==> src/logic/dtc_pkg.sv <==
// constants and types shared by the dual timer/counter block
package dtc_pkg;

   localparam int ADDR_W = 4;
   localparam int DATA_W = 8;

   // register offsets
   localparam logic [3:0] OFS_MODE     = 4'h0;
   localparam logic [3:0] OFS_RUN      = 4'h1;
   localparam logic [3:0] OFS_LO_ZERO  = 4'h2;
   localparam logic [3:0] OFS_HI_ZERO  = 4'h3;
   localparam logic [3:0] OFS_LO_ONE   = 4'h4;
   localparam logic [3:0] OFS_HI_ONE   = 4'h5;
   localparam logic [3:0] OFS_IRQ_STAT = 4'h6;
   localparam logic [3:0] OFS_IRQ_MASK = 4'h7;

   // timer_mode_control layout: one nibble per timer
   localparam int NIB_T0    = 0;
   localparam int NIB_T1    = 4;
   localparam int FLD_MODE  = 0;
   localparam int FLD_SRC   = 2;
   localparam int FLD_GATE  = 3;

   // timer_run_control layout
   localparam int RUN_OVF1_BIT = 7;
   localparam int RUN_RUN1_BIT = 6;
   localparam int RUN_OVF0_BIT = 5;
   localparam int RUN_RUN0_BIT = 4;

   // interrupt status / mask layout
   localparam int IRQ_OVF0_BIT = 0;
   localparam int IRQ_OVF1_BIT = 1;

   // mode encodings
   typedef enum logic [1:0] {
      DTC_MODE_13    = 2'h0,
      DTC_MODE_16    = 2'h1,
      DTC_MODE_RLD   = 2'h2,
      DTC_MODE_SPLIT = 2'h3
   } dtc_mode_t;

   // machine cycle length in core clocks
   localparam int         MACH_W         = 4;
   localparam logic [3:0] MACH_CYCLE_CLK = 4'hC;
   localparam logic [3:0] MACH_LAST      = MACH_CYCLE_CLK - 4'h1;

   // 13-bit mode low byte keeps only 5 bits
   localparam logic [7:0] LOW13_MASK = 8'h1F;

   // reset values
   localparam logic [7:0] RST_MODE  = 8'h00;
   localparam logic [7:0] RST_BYTE  = 8'h00;
   localparam logic [1:0] RST_IRQ   = 2'h0;
   localparam logic [3:0] RST_MACH  = 4'h0;
   localparam logic [3:0] RST_PINS  = 4'h0;

endpackage

==> src/logic/dtc_cnt_if.sv <==
// per-timer count request between the top and its count qualifier
`timescale 1ns/1ps
`default_nettype none
interface dtc_cnt_if;
   logic mach_tick;
   logic run;
   logic gate_en;
   logic src_ext;
   logic count_pin_s;
   logic gate_pin_s;
   logic advance;

   modport ctl (
      output mach_tick,
      output run,
      output gate_en,
      output src_ext,
      output count_pin_s,
      output gate_pin_s,
      input  advance
   );

   modport unit (
      input  mach_tick,
      input  run,
      input  gate_en,
      input  src_ext,
      input  count_pin_s,
      input  gate_pin_s,
      output advance
   );
endinterface
`default_nettype wire

==> src/logic/dtc_top.sv <==
// dual timer/counter with mode register, run control and overflow interrupt
//
// How it works
// a timer counts while its run bit is set and holds its count while it is clear.
// with gate enable set a timer advances only while its gate pin is high and its run bit is set.
// in gated counter operation each falling count pin edge counts while gate is high and run is set.
// the source select bit picks external pin events (1) or machine cycles (0).
// each timer has a 2-bit mode field, timer one in the upper nibble, timer zero in the lower.
// mode 0 is a 13-bit counter, 5 bits in the low byte, 8 in the high, low byte top 3 bits zero.
// mode 2 increments the low byte while the high byte holds the reload value untouched.
// on a mode 2 low byte overflow the reload value is copied into the low byte.
// timer one in split mode stops and keeps its value.
// timer zero in split mode works as two independent 8-bit counters.
// the split low byte obeys timer zero run and gate and sets the timer zero overflow flag.
// the split high byte runs on timer one run bit and sets the timer one overflow flag.
// software must not put timer zero in mode 2 while timer one is in mode 0 or 1.
// timer operation advances once per machine cycle of 12 core clocks.
// a count pin falling edge takes two machine cycles to detect, so half rate at most.
// overflow flags are set by hardware, cleared by software or by interrupt acknowledge.
// reset clears the mode register, run bits and overflow flags, leaving stopped timers in mode 0.
//
// Added by the designer: the plain strobed port and the register addresses.
`timescale 1ns/1ps
`default_nettype none
module dtc_top (
   input  wire logic       clk,
   input  wire logic       rst_n,
   input  wire logic       ce,
   input  wire logic [3:0] addr,
   input  wire logic [7:0] wr_data,
   input  wire logic       wr_en,
   input  wire logic       rd_en,
   output var  logic [7:0] rd_data,
   input  wire logic       count_pin_zero,
   input  wire logic       count_pin_one,
   input  wire logic       gate_pin_zero,
   input  wire logic       gate_pin_one,
   input  wire logic       int_ack_zero,
   input  wire logic       int_ack_one,
   output var  logic       overflow_flag_zero,
   output var  logic       overflow_flag_one,
   output var  logic       irq
);

   // mode field decode, used for both timers
   function automatic dtc_pkg::dtc_mode_t mode_of(input logic [3:0] nib);
      mode_of = dtc_pkg::dtc_mode_t'(nib[dtc_pkg::FLD_MODE +: 2]);
   endfunction

   // one advance of a timer: returns {overflow, high, low}
   function automatic logic [16:0] step_count(
      input dtc_pkg::dtc_mode_t m,
      input logic [7:0]         lo,
      input logic [7:0]         hi
   );
      logic [13:0] c13;
      logic [16:0] c16;
      logic [8:0]  c8;
      c13 = 14'h0000;
      c16 = 17'h00000;
      c8  = 9'h000;
      step_count = {1'b0, hi, lo};
      unique case (m)
         dtc_pkg::DTC_MODE_13: begin

            c13 = {1'b0, hi, lo[4:0]} + 14'h0001;
            step_count = {c13[13], c13[12:5], 3'h0, c13[4:0]};
         end
         dtc_pkg::DTC_MODE_16: begin
            c16 = {1'b0, hi, lo} + 17'h00001;
            step_count = c16;
         end
         dtc_pkg::DTC_MODE_RLD: begin

            c8 = {1'b0, lo} + 9'h001;
            step_count = {c8[8], hi, (c8[8] ? hi : c8[7:0])};
         end
         dtc_pkg::DTC_MODE_SPLIT: begin

            c8 = {1'b0, lo} + 9'h001;
            step_count = {c8[8], hi, c8[7:0]};
         end
      endcase
   endfunction

   logic [3:0] mach_cnt_ff;
   logic       mach_tick;
   logic [7:0] mode_ff;
   logic       run0_ff;
   logic       run1_ff;
   logic       ovf0_ff;
   logic       ovf1_ff;
   logic [7:0] lo_ff [2];
   logic [7:0] hi_ff [2];
   logic [1:0] irq_stat_ff;
   logic [1:0] irq_mask_ff;
   logic [7:0] rd_data_ff;
   logic       irq_ff;

   logic [3:0] pins_s;
   logic [7:0] nxt_lo [2];
   logic [7:0] nxt_hi [2];
   logic       cnt_ovf [2];
   logic       adv [2];
   logic       split0;
   logic       split1;
   logic       split_hi_adv;
   logic       split_hi_ovf;
   logic       evt_ovf0;
   logic       evt_ovf1;
   logic       run_wr;
   logic       nxt_ovf0;
   logic       nxt_ovf1;
   logic [1:0] nxt_irq_stat;
   logic [7:0] rd_mux;

   dtc_pkg::dtc_mode_t mode0;
   dtc_pkg::dtc_mode_t mode1;

   dtc_cnt_if cif0 ();
   dtc_cnt_if cif1 ();


   assign mode0  = mode_of(mode_ff[dtc_pkg::NIB_T0 +: 4]);
   assign mode1  = mode_of(mode_ff[dtc_pkg::NIB_T1 +: 4]);
   assign split0 = (mode0 == dtc_pkg::DTC_MODE_SPLIT);
   assign split1 = (mode1 == dtc_pkg::DTC_MODE_SPLIT);

   // machine cycle prescaler
   always_ff @(posedge clk) begin
      if (!rst_n) begin
         mach_cnt_ff <= dtc_pkg::RST_MACH;
      end else if (ce) begin
         if (mach_cnt_ff == dtc_pkg::MACH_LAST) begin
            mach_cnt_ff <= dtc_pkg::RST_MACH;
         end else begin
            mach_cnt_ff <= mach_cnt_ff + 4'h1;
         end
      end
   end

   assign mach_tick = (mach_cnt_ff == dtc_pkg::MACH_LAST);

   // pins come from outside the clock domain
   dtc_sync #(
      .W (4)
   ) u_sync (
      .clk   (clk),
      .rst_n (rst_n),
      .ce    (ce),
      .d     ({gate_pin_one, gate_pin_zero, count_pin_one, count_pin_zero}),
      .q     (pins_s)
   );

   // count request for timer zero (also the split low byte)
   assign cif0.mach_tick   = mach_tick;
   assign cif0.run         = run0_ff;
   assign cif0.gate_en     = mode_ff[dtc_pkg::NIB_T0 + dtc_pkg::FLD_GATE];
   assign cif0.src_ext     = mode_ff[dtc_pkg::NIB_T0 + dtc_pkg::FLD_SRC];
   assign cif0.count_pin_s = pins_s[0];
   assign cif0.gate_pin_s  = pins_s[2];

   // count request for timer one
   assign cif1.mach_tick   = mach_tick;
   assign cif1.run         = run1_ff;
   assign cif1.gate_en     = mode_ff[dtc_pkg::NIB_T1 + dtc_pkg::FLD_GATE];
   assign cif1.src_ext     = mode_ff[dtc_pkg::NIB_T1 + dtc_pkg::FLD_SRC];
   assign cif1.count_pin_s = pins_s[1];
   assign cif1.gate_pin_s  = pins_s[3];

   dtc_cnt_gate u_gate0 (
      .clk   (clk),
      .rst_n (rst_n),
      .ce    (ce),
      .u     (cif0)
   );

   dtc_cnt_gate u_gate1 (
      .clk   (clk),
      .rst_n (rst_n),
      .ce    (ce),
      .u     (cif1)
   );

   assign adv[0] = cif0.advance;
   assign adv[1] = cif1.advance & ~split1;

   // split high byte counts machine cycles under timer one run bit only
   assign split_hi_adv = split0 & mach_tick & run1_ff;
   assign split_hi_ovf = split_hi_adv & (hi_ff[0] == 8'hFF);

   // next value of each timer; a software write to a byte wins over counting
   generate
      for (genvar g = 0; g < 2; g++) begin : g_tmr
         localparam logic [3:0] LO_OFS = (g == 0) ? dtc_pkg::OFS_LO_ZERO : dtc_pkg::OFS_LO_ONE;
         localparam logic [3:0] HI_OFS = (g == 0) ? dtc_pkg::OFS_HI_ZERO : dtc_pkg::OFS_HI_ONE;
         dtc_pkg::dtc_mode_t m;
         logic [16:0]        step;

         assign m = (g == 0) ? mode0 : mode1;

         always_comb begin
            step       = step_count(m, lo_ff[g], hi_ff[g]);
            nxt_lo[g]  = lo_ff[g];
            nxt_hi[g]  = hi_ff[g];
            cnt_ovf[g] = 1'b0;
            if (adv[g]) begin
               nxt_lo[g]  = step[7:0];
               nxt_hi[g]  = step[15:8];
               cnt_ovf[g] = step[16];
            end
            if ((g == 0) && split_hi_adv) begin
               nxt_hi[g] = hi_ff[g] + 8'h01;
            end
            if (wr_en && (addr == LO_OFS)) begin
               // low byte top bits cannot hold ones in 13-bit mode
               nxt_lo[g] = (m == dtc_pkg::DTC_MODE_13) ? (wr_data & dtc_pkg::LOW13_MASK) : wr_data;
            end
            if (wr_en && (addr == HI_OFS)) begin
               nxt_hi[g] = wr_data;
            end
         end

         always_ff @(posedge clk) begin
            if (!rst_n) begin
               lo_ff[g] <= dtc_pkg::RST_BYTE;
               hi_ff[g] <= dtc_pkg::RST_BYTE;
            end else if (ce) begin
               lo_ff[g] <= nxt_lo[g];
               hi_ff[g] <= nxt_hi[g];
            end
         end
      end
   endgenerate

   // timer one loses its flag to the split high byte
   assign evt_ovf0 = cnt_ovf[0];
   assign evt_ovf1 = split0 ? split_hi_ovf : cnt_ovf[1];

   // mode register
   always_ff @(posedge clk) begin
      if (!rst_n) begin
         mode_ff <= dtc_pkg::RST_MODE;
      end else if (ce && wr_en && (addr == dtc_pkg::OFS_MODE)) begin
         mode_ff <= wr_data;
      end
   end

   // run bits
   assign run_wr = wr_en && (addr == dtc_pkg::OFS_RUN);

   always_ff @(posedge clk) begin
      if (!rst_n) begin
         run0_ff <= 1'b0;
         run1_ff <= 1'b0;
      end else if (ce && run_wr) begin
         run0_ff <= wr_data[dtc_pkg::RUN_RUN0_BIT];
         run1_ff <= wr_data[dtc_pkg::RUN_RUN1_BIT];
      end
   end

   // overflow flags: hardware set beats a software clear or an acknowledge
   always_comb begin
      nxt_ovf0 = ovf0_ff;
      nxt_ovf1 = ovf1_ff;
      if (run_wr) begin
         nxt_ovf0 = wr_data[dtc_pkg::RUN_OVF0_BIT];
         nxt_ovf1 = wr_data[dtc_pkg::RUN_OVF1_BIT];
      end
      if (int_ack_zero) begin
         nxt_ovf0 = 1'b0;
      end
      if (int_ack_one) begin
         nxt_ovf1 = 1'b0;
      end
      if (evt_ovf0) begin
         nxt_ovf0 = 1'b1;
      end
      if (evt_ovf1) begin
         nxt_ovf1 = 1'b1;
      end
   end

   always_ff @(posedge clk) begin
      if (!rst_n) begin
         ovf0_ff <= 1'b0;
         ovf1_ff <= 1'b0;
      end else if (ce) begin
         ovf0_ff <= nxt_ovf0;
         ovf1_ff <= nxt_ovf1;
      end
   end

   // sticky interrupt status, write one to clear, set wins
   always_comb begin
      nxt_irq_stat = irq_stat_ff;
      if (wr_en && (addr == dtc_pkg::OFS_IRQ_STAT)) begin
         nxt_irq_stat = irq_stat_ff & ~wr_data[1:0];
      end
      nxt_irq_stat[dtc_pkg::IRQ_OVF0_BIT] = nxt_irq_stat[dtc_pkg::IRQ_OVF0_BIT] | evt_ovf0;
      nxt_irq_stat[dtc_pkg::IRQ_OVF1_BIT] = nxt_irq_stat[dtc_pkg::IRQ_OVF1_BIT] | evt_ovf1;
   end

   always_ff @(posedge clk) begin
      if (!rst_n) begin
         irq_stat_ff <= dtc_pkg::RST_IRQ;
      end else if (ce) begin
         irq_stat_ff <= nxt_irq_stat;
      end
   end

   always_ff @(posedge clk) begin
      if (!rst_n) begin
         irq_mask_ff <= dtc_pkg::RST_IRQ;
      end else if (ce && wr_en && (addr == dtc_pkg::OFS_IRQ_MASK)) begin
         irq_mask_ff <= wr_data[1:0];
      end
   end

   // level interrupt, one cycle behind the status so it leaves a flop
   always_ff @(posedge clk) begin
      if (!rst_n) begin
         irq_ff <= 1'b0;
      end else if (ce) begin
         irq_ff <= |(irq_stat_ff & irq_mask_ff);
      end
   end

   // read decode; unmapped offsets read zero
   always_comb begin
      rd_mux = 8'h00;
      unique case (addr)
         dtc_pkg::OFS_MODE:     rd_mux = mode_ff;
         dtc_pkg::OFS_RUN: begin
            rd_mux[dtc_pkg::RUN_OVF1_BIT] = ovf1_ff;
            rd_mux[dtc_pkg::RUN_RUN1_BIT] = run1_ff;
            rd_mux[dtc_pkg::RUN_OVF0_BIT] = ovf0_ff;
            rd_mux[dtc_pkg::RUN_RUN0_BIT] = run0_ff;
         end
         dtc_pkg::OFS_LO_ZERO:  rd_mux = lo_ff[0];
         dtc_pkg::OFS_HI_ZERO:  rd_mux = hi_ff[0];
         dtc_pkg::OFS_LO_ONE:   rd_mux = lo_ff[1];
         dtc_pkg::OFS_HI_ONE:   rd_mux = hi_ff[1];
         dtc_pkg::OFS_IRQ_STAT: rd_mux = {6'h00, irq_stat_ff};
         dtc_pkg::OFS_IRQ_MASK: rd_mux = {6'h00, irq_mask_ff};
         default:               rd_mux = 8'h00;
      endcase
   end

   // read data stands only in the cycle after the strobe
   always_ff @(posedge clk) begin
      if (!rst_n) begin
         rd_data_ff <= 8'h00;
      end else if (ce) begin
         rd_data_ff <= rd_en ? rd_mux : 8'h00;
      end
   end

   assign rd_data            = rd_data_ff;
   assign overflow_flag_zero = ovf0_ff;
   assign overflow_flag_one  = ovf1_ff;
   assign irq                = irq_ff;

endmodule
`default_nettype wire

==> src/logic/dtc_sync.sv <==
// two-flop synchroniser for the external pins
`timescale 1ns/1ps
`default_nettype none
module dtc_sync #(
   parameter int W = 4
) (
   input  wire logic         clk,
   input  wire logic         rst_n,
   input  wire logic         ce,
   input  wire logic [W-1:0] d,
   output var  logic [W-1:0] q
);
   logic [W-1:0] meta_ff;

   always_ff @(posedge clk) begin
      if (!rst_n) begin
         meta_ff <= '0;
         q       <= '0;
      end else if (ce) begin
         meta_ff <= d;
         q       <= meta_ff;
      end
   end
endmodule
`default_nettype wire

==> src/logic/dtc_cnt_gate.sv <==
// count qualifier: source select, gate and falling edge detection
`timescale 1ns/1ps
`default_nettype none
module dtc_cnt_gate (
   input  wire logic clk,
   input  wire logic rst_n,
   input  wire logic ce,
   dtc_cnt_if.unit   u
);
   logic smp_ff;
   logic prev_ff;
   logic fell;
   logic gate_ok;

   // pin sampled once per machine cycle; an edge is seen across two samples
   always_ff @(posedge clk) begin
      if (!rst_n) begin
         smp_ff  <= 1'b0;
         prev_ff <= 1'b0;
      end else if (ce && u.mach_tick) begin
         smp_ff  <= u.count_pin_s;
         prev_ff <= smp_ff;
      end
   end

   assign fell    = prev_ff & ~smp_ff;
   assign gate_ok = ~u.gate_en | u.gate_pin_s;


   assign u.advance = u.mach_tick & u.run & gate_ok & (u.src_ext ? fell : 1'b1);
endmodule
`default_nettype wire

==> config.mk <==
export PLATFORM = sky130hd
export DESIGN_NAME = dtc_top
export DESIGN_NICKNAME = d
export VERILOG_FILES = /design/src/logic/dtc_pkg.sv /design/src/logic/dtc_cnt_if.sv /design/src/logic/dtc_top.sv /design/src/logic/dtc_sync.sv /design/src/logic/dtc_cnt_gate.sv
export SDC_FILE = /design/constraint.sdc
export NUM_CORES = 1
export LEC_CHECK = 0
export BUFFER_PORTS_ARGS = -buffer_cell sky130_fd_sc_hd__buf_2
export CORE_MARGIN = 4
export CORE_UTILIZATION = 33
export CTS_BUF_LIST = sky130_fd_sc_hd__clkbuf_4
export DETAILED_ROUTE_END_ITERATION = 16
export PLACE_DENSITY_LB_ADDON = 0.05
export REMOVE_ABC_BUFFERS = 1
export SYNTH_ARGS = -nofsm -noshare
export SYNTH_HDL_FRONTEND = slang
export SYNTH_HIERARCHICAL = 1
export SYNTH_SLANG_ARGS = --single-unit
==> constraint.sdc <==
create_clock -name clk -period 2.3 [get_ports clk]
set_clock_uncertainty 0.05 [all_clocks]
set_input_delay 0.23 -clock clk [delete_from_list [all_inputs] [get_ports clk]]
set_output_delay 0.23 -clock clk [all_outputs]
set_load 0.05 [all_outputs]
## Word-level counts from Yosys, hierarchy flattened

Memory sizes are Yosys's and may differ from the RTL's.
Cells that the tools add are included.

| cells by class | value |
|---|---|
| add/sub/neg operators | 8 |
| equal/unequal tests | 15 |
| mux-type cells | 39 |
| bitwise logic cells | 28 |
| reductions and logical operators | 19 |

Operators by type and width:

| cell | count |
|---|---|
| 8-bit 2-to-1 mux | 18 |
| 17-bit one-hot mux with 4 select lines | 2 |
| 16-bit by 1-bit adder with 17-bit output, second input constant | 2 |
| 13-bit by 1-bit adder with 14-bit output, second input constant | 2 |
| 4-bit one-hot mux with 7 select lines | 1 |
| 4-bit one-hot mux with 6 select lines | 1 |
| 8-bit by 1-bit adder with 9-bit output, second input constant | 2 |
| 4-bit by 3-bit == test with 1-bit output, second input constant | 4 |
| 1-bit 2-to-1 mux | 15 |
| 1-bit AND | 12 |
| 1-bit logical AND | 11 |
| 8-bit by 1-bit adder with 8-bit output, second input constant | 1 |
| 2-bit == test, second input constant | 4 |
| 4-bit by 2-bit == test with 1-bit output, second input constant | 2 |
| 8-bit == test, second input constant | 1 |
| 1-bit OR | 8 |
| 3-bit nonzero test | 2 |
| 1-bit NOT | 5 |
| 4-bit by 1-bit adder with 4-bit output, second input constant | 1 |
| 2-bit AND | 2 |
| 2-bit by 1-bit == test with 1-bit output, second input constant | 2 |
| 4-bit by 1-bit == test with 1-bit output, second input constant | 1 |
| 4-bit == test, second input constant | 1 |
| 2-bit zero test | 2 |
| other kinds (6) | 7 |

| storage, ports and cells | value |
|---|---|
| register bits after elaboration | 41 |
| RAM bits | 32 |
| memories kept | 2 |

Memories:

| name | words | bits a word | rd ports | clocked after memory_dff | write ports | line | text |
|---|---|---|---|---|---|---|---|
| hi_ff | 2 | 8 | 2 | 0 | 2 | dtc_top.sv:94 | `logic [7:0] hi_ff [2];` |
| lo_ff | 2 | 8 | 2 | 0 | 2 | dtc_top.sv:93 | `logic [7:0] lo_ff [2];` |

## Depth between registers and ports, before layout

| depth | value |
|---|---|
| depth after elaboration | 9 |
| mapped depth | 9 |

## By module

Netlist, hierarchy kept.

Modules (own cells, without submodules):

| module | times used | cells an instance | area each (sq um) |
|---|---|---|---|
| dtc_top | 1 | 525 | 4411.7 |
| dtc_sync | 1 | 25 | 301.5 |
| dtc_cnt_gate | 2 | 12 | 106.4 |

## Worst setup path after synthesis

No wires, ideal clock.

| timing path | value |
|---|---|
| path kind | register to register |
| from | register, netlist name mach_cnt_ff[0] |
| to | memory lo_ff[1][0] (enable) |
| arrival time | 1.825 ns |
| required time | 1.866 ns |
| path slack | 0.041 ns |
| cell stages (with the launch flop) | 8 |
| clock period less this slack | 2.259 ns |
| cells stage by stage | dfxtp_1 > ha_1 > nand3b_1 > inv_1 > nand2_1 > a221oi_2 > a21oi_1 > o21ai_0 |

RTL lines:

| what | line |
|---|---|
| end, declared | dtc_top.sv:93 |

==> results.json <==
{
  "status": "finished clean",
  "setup_tns_ns": 0,
  "wl_per_cell_um": 21.9,
  "yosysSeqAreaShare_pct": 36.2,
  "drt_iter0_markers": 415,
  "die_h_um": 130,
  "crit_type": "reg -> reg",
  "hold_viol": 0,
  "cp_top_family": "simple AND/OR/NAND/NOR gates",
  "switchingPower_uw": 892,
  "cp_max_fo": 5,
  "p_int_uw": 1900,
  "slew_violations": 0,
  "clkSinkCount": 73,
  "p_per_area_nw_per_um2": 495,
  "synth_ff_type": "dfxtp_1",
  "numPortBuffers": 33,
  "ir_drop_uv": 254,
  "die_w_um": 130,
  "grt_usage_pct": 21.4,
  "ioPinCount": 34,
  "rsz0062_at_grt": "false",
  "grtUsageMet3_pct": 4.09,
  "place_ws_ns": 0.120,
  "overflow": 0,
  "min_period_over_period_pct": 93.6,
  "grt_busiest_layer": "met1",
  "cts_setup_buffers": 0,
  "max_stage_delay_ns": 0.46,
  "drc": 0,
  "synthesis.area_um2": 4930,
  "end_kind": "flop",
  "stdcell_count": 811,
  "synthCells": 574,
  "p_clk_share_pct": 32.7,
  "viasPerCell": 5.79,
  "comb_power_share_pct": 14.4,
  "drt_first_pass_iters": 5,
  "p_seq_share_pct": 52.9,
  "rrSetupSlack_ns": 0.15,
  "cp.required_ns": 2.49,
  "crit_chain": "ha_1 > nand4_1 > nor4_4 > buf_4 > mux2i_1 > a211oi_1",
  "max-cap-violations": 0,
  "totalWireLength_mm": 17.7,
  "hpwl_mm": 12.8,
  "hp-class": "in -> reg",
  "n_antenna_cell": 0,
  "clk_path_buf_depth": 2,
  "cp_slowest_cell": "edfxtp_1",
  "start_util_pct": 33.8,
  "cts_tree": "yes",
  "fmaxAchievable_mhz": 464,
  "grt_max_degree": 25,
  "htreeDepth": 3,
  "grt_util_met1_pct": 31.3,
  "grt_pass1_wl_mm": 27.1,
  "sw_frac_of_total_pct": 32.0,
  "area_growth_pct": 14.5,
  "slew_headroom_pct": 62.2,
  "ant_nets": 0,
  "tightest_slew_ns": 0.566,
  "synth_edf_count": 32,
  "vias": 4692,
  "ys_types": 73,
  "place_inst": 791,
  "clk_latency_ns": 0.48,
  "startpoint_type": "flop",
  "first_global_vias": 4513,
  "whs_ns": 0.103,
  "cts.clk_slew.worst_paths_ns": 0.16,
  "die-area_um2": 16900,
  "cts-root-buf": "clkbuf_4",
  "async_flop_share_pct": 0,
  "final_nets": 649,
  "worstPathArrival_ns": 2.34,
  "critPathBufInv": 1,
  "use_met2_pct": 30.8,
  "leakage_uw": 0.00196,
  "drive_above_1_share_pct": 18.0,
  "synth-seq-cells": 73,
  "min_period_ns": 2.15,
  "cts_buffers": 9,
  "fp-row-count": 44,
  "gp_congestion": 0.873,
  "setup_viol": 0,
  "core-area_um2": 14600,
  "setup_ws_ns": 0.147,
  "syn_area_per_cell_um2": 8.58,
  "antenna_found_initial": 0,
  "yosys_warnings": 6
}
[state kept, by name (all words and copies together) (netlist names), 2 cells and up]
register,cells
irq_mask_ff,2
irq_stat_ff,2
mode_ff,8
mach_cnt_ff,4
u_sync/meta_ff,4
lo_ff,16
u_sync/q,4
hi_ff,16
rd_data,8
[power by group through the flow]
stage	sequential (µW)	clock, µW	combinational (µW)
after CTS	1470	941	401
after global placement	1500	0	390
final	1480	912	403
after global routing	1480	993	440
after detailed placement	1500	0	393
after floorplan	1490	0	186
[path summary, 6_finish.rpt]
path,start,depth (start not counted),to
worst max-delay path,lo_ff[1][1],6,lo_ff[1][1]
worst min-delay path,wr_data[6],3,cif1.run
worst max register to register,lo_ff[1][1],6,lo_ff[1][1]
worst min register to register,rd_data[5],2,rd_data[5]
[cell families after synthesis]
| group | Yosys count | synth area share, % |
|---|---|---|
| simple gates | 230 | 25.1 |
| compound gates | 148 | 19.5 |
| flops | 73 | 36.2 |
| buf+inv | 51 | 4.39 |
| mux | 43 | 9.37 |
| xor+xnor | 25 | 4.45 |
| fa+ha+maj | 4 | 1.02 |
[metal layers]
metal  part of all wire, %  up-vias
met5                     0        -
met4                   2.9        0
met3                   6.6       32
met2                    42      155
met1                    48     2252
li1                      -     2253
[cells in the final DEF, fill, tap and decap left out, types with 3 or more instances in the layout]
master	n
nand3_1	25
clkbuf_4	9
o21ai_0	49
xnor2_1	18
a31oi_1	9
mux2_2	4
o211ai_1	6
a211oi_1	13
and3_1	4
nor2b_1	13
inv_1	12
a221oi_1	4
and2_1	3
a21boi_0	4
o2111ai_1	3
mux2i_1	36
a22oi_1	5
clkinv_4	3
dlygate4sd3_1	4
nand4_1	13
nor4_1	4
buf_4	38
xor2_1	7
buf_2	33
a21oi_1	28
or3_1	5
nor2_1	47
dfxtp_1	40
nand3b_1	5
and4_1	7
nand2b_1	5
edfxtp_1	32
nor3_1	17
o22ai_1	3
nand2_1	58
ha_1	4
[worst min-delay path, cell delays in order]
cell     delay [ns]
buf_2          0.19
nand3_1        0.11
a21oi_1        0.06
[Yosys cell counts (all sizes together), types with 2 or more instances]
cell | count | area [µm²]
mux4 | 2 | 45.0
a211oi | 13 | 97.6
and4b | 2 | 20.0
nand3 | 26 | 135
o22ai | 3 | 18.8
nand4b | 2 | 17.5
and3 | 5 | 32.5
dfxtp | 41 | 821
edfxtp | 32 | 961
a21oi | 30 | 158
a2bb2oi | 2 | 17.5
o221a | 2 | 22.5
mux2 | 5 | 56.3
nor2b | 13 | 81.3
clkbuf | 22 | 82.6
nor3 | 19 | 105
nand3b | 5 | 37.5
and2 | 5 | 36.3
buf | 16 | 85.1
or2 | 4 | 25.0
a221oi | 6 | 65.1
a22oi | 5 | 37.5
nand2b | 5 | 31.3
o21ai | 49 | 245
nand2 | 59 | 221
and3b | 2 | 17.5
a21boi | 5 | 37.5
nor2 | 47 | 176
nand4 | 14 | 103
a31oi | 9 | 56.3
nor4 | 6 | 67.6
inv | 12 | 45.0
xor2 | 7 | 61.3
o2111ai | 3 | 26.3
or3 | 5 | 31.3
xnor2 | 18 | 158
and4 | 8 | 71.3
o211ai | 6 | 45.0
mux2i | 36 | 360
ha | 4 | 50.1
[layout make-up]
class	count	area, µm²
Fill cell	1486	8950
Tap cell	184	230
Clock buffer	9	67.6
Multi-Input combinational cell	450	2940
Inverter	13	48.8
Sequential cell	73	1780
Clock inverter	7	77.6
Timing Repair Buffer	75	490
[what timing repair did]
| action | CTS | global route |
|---|---|---|
| resized for setup | 0 | 4 |
| hold endpoints to repair | 4 | 0 |
| hold buffers | 4 | 0 |
| setup endpoints to repair | 0 | 10 |
[through the flow]
stage	power [µW]	util [%]	area, µm²
finish	2790	38.7	5640
global route	2920	38.7	5640
CTS	2820	38.6	5620
detailed placement	1900	37.3	5440
global placement	1890	37.3	5440
floorplan	1680	-	4760
No activity file was read; power rests on OpenSTA's default activity.
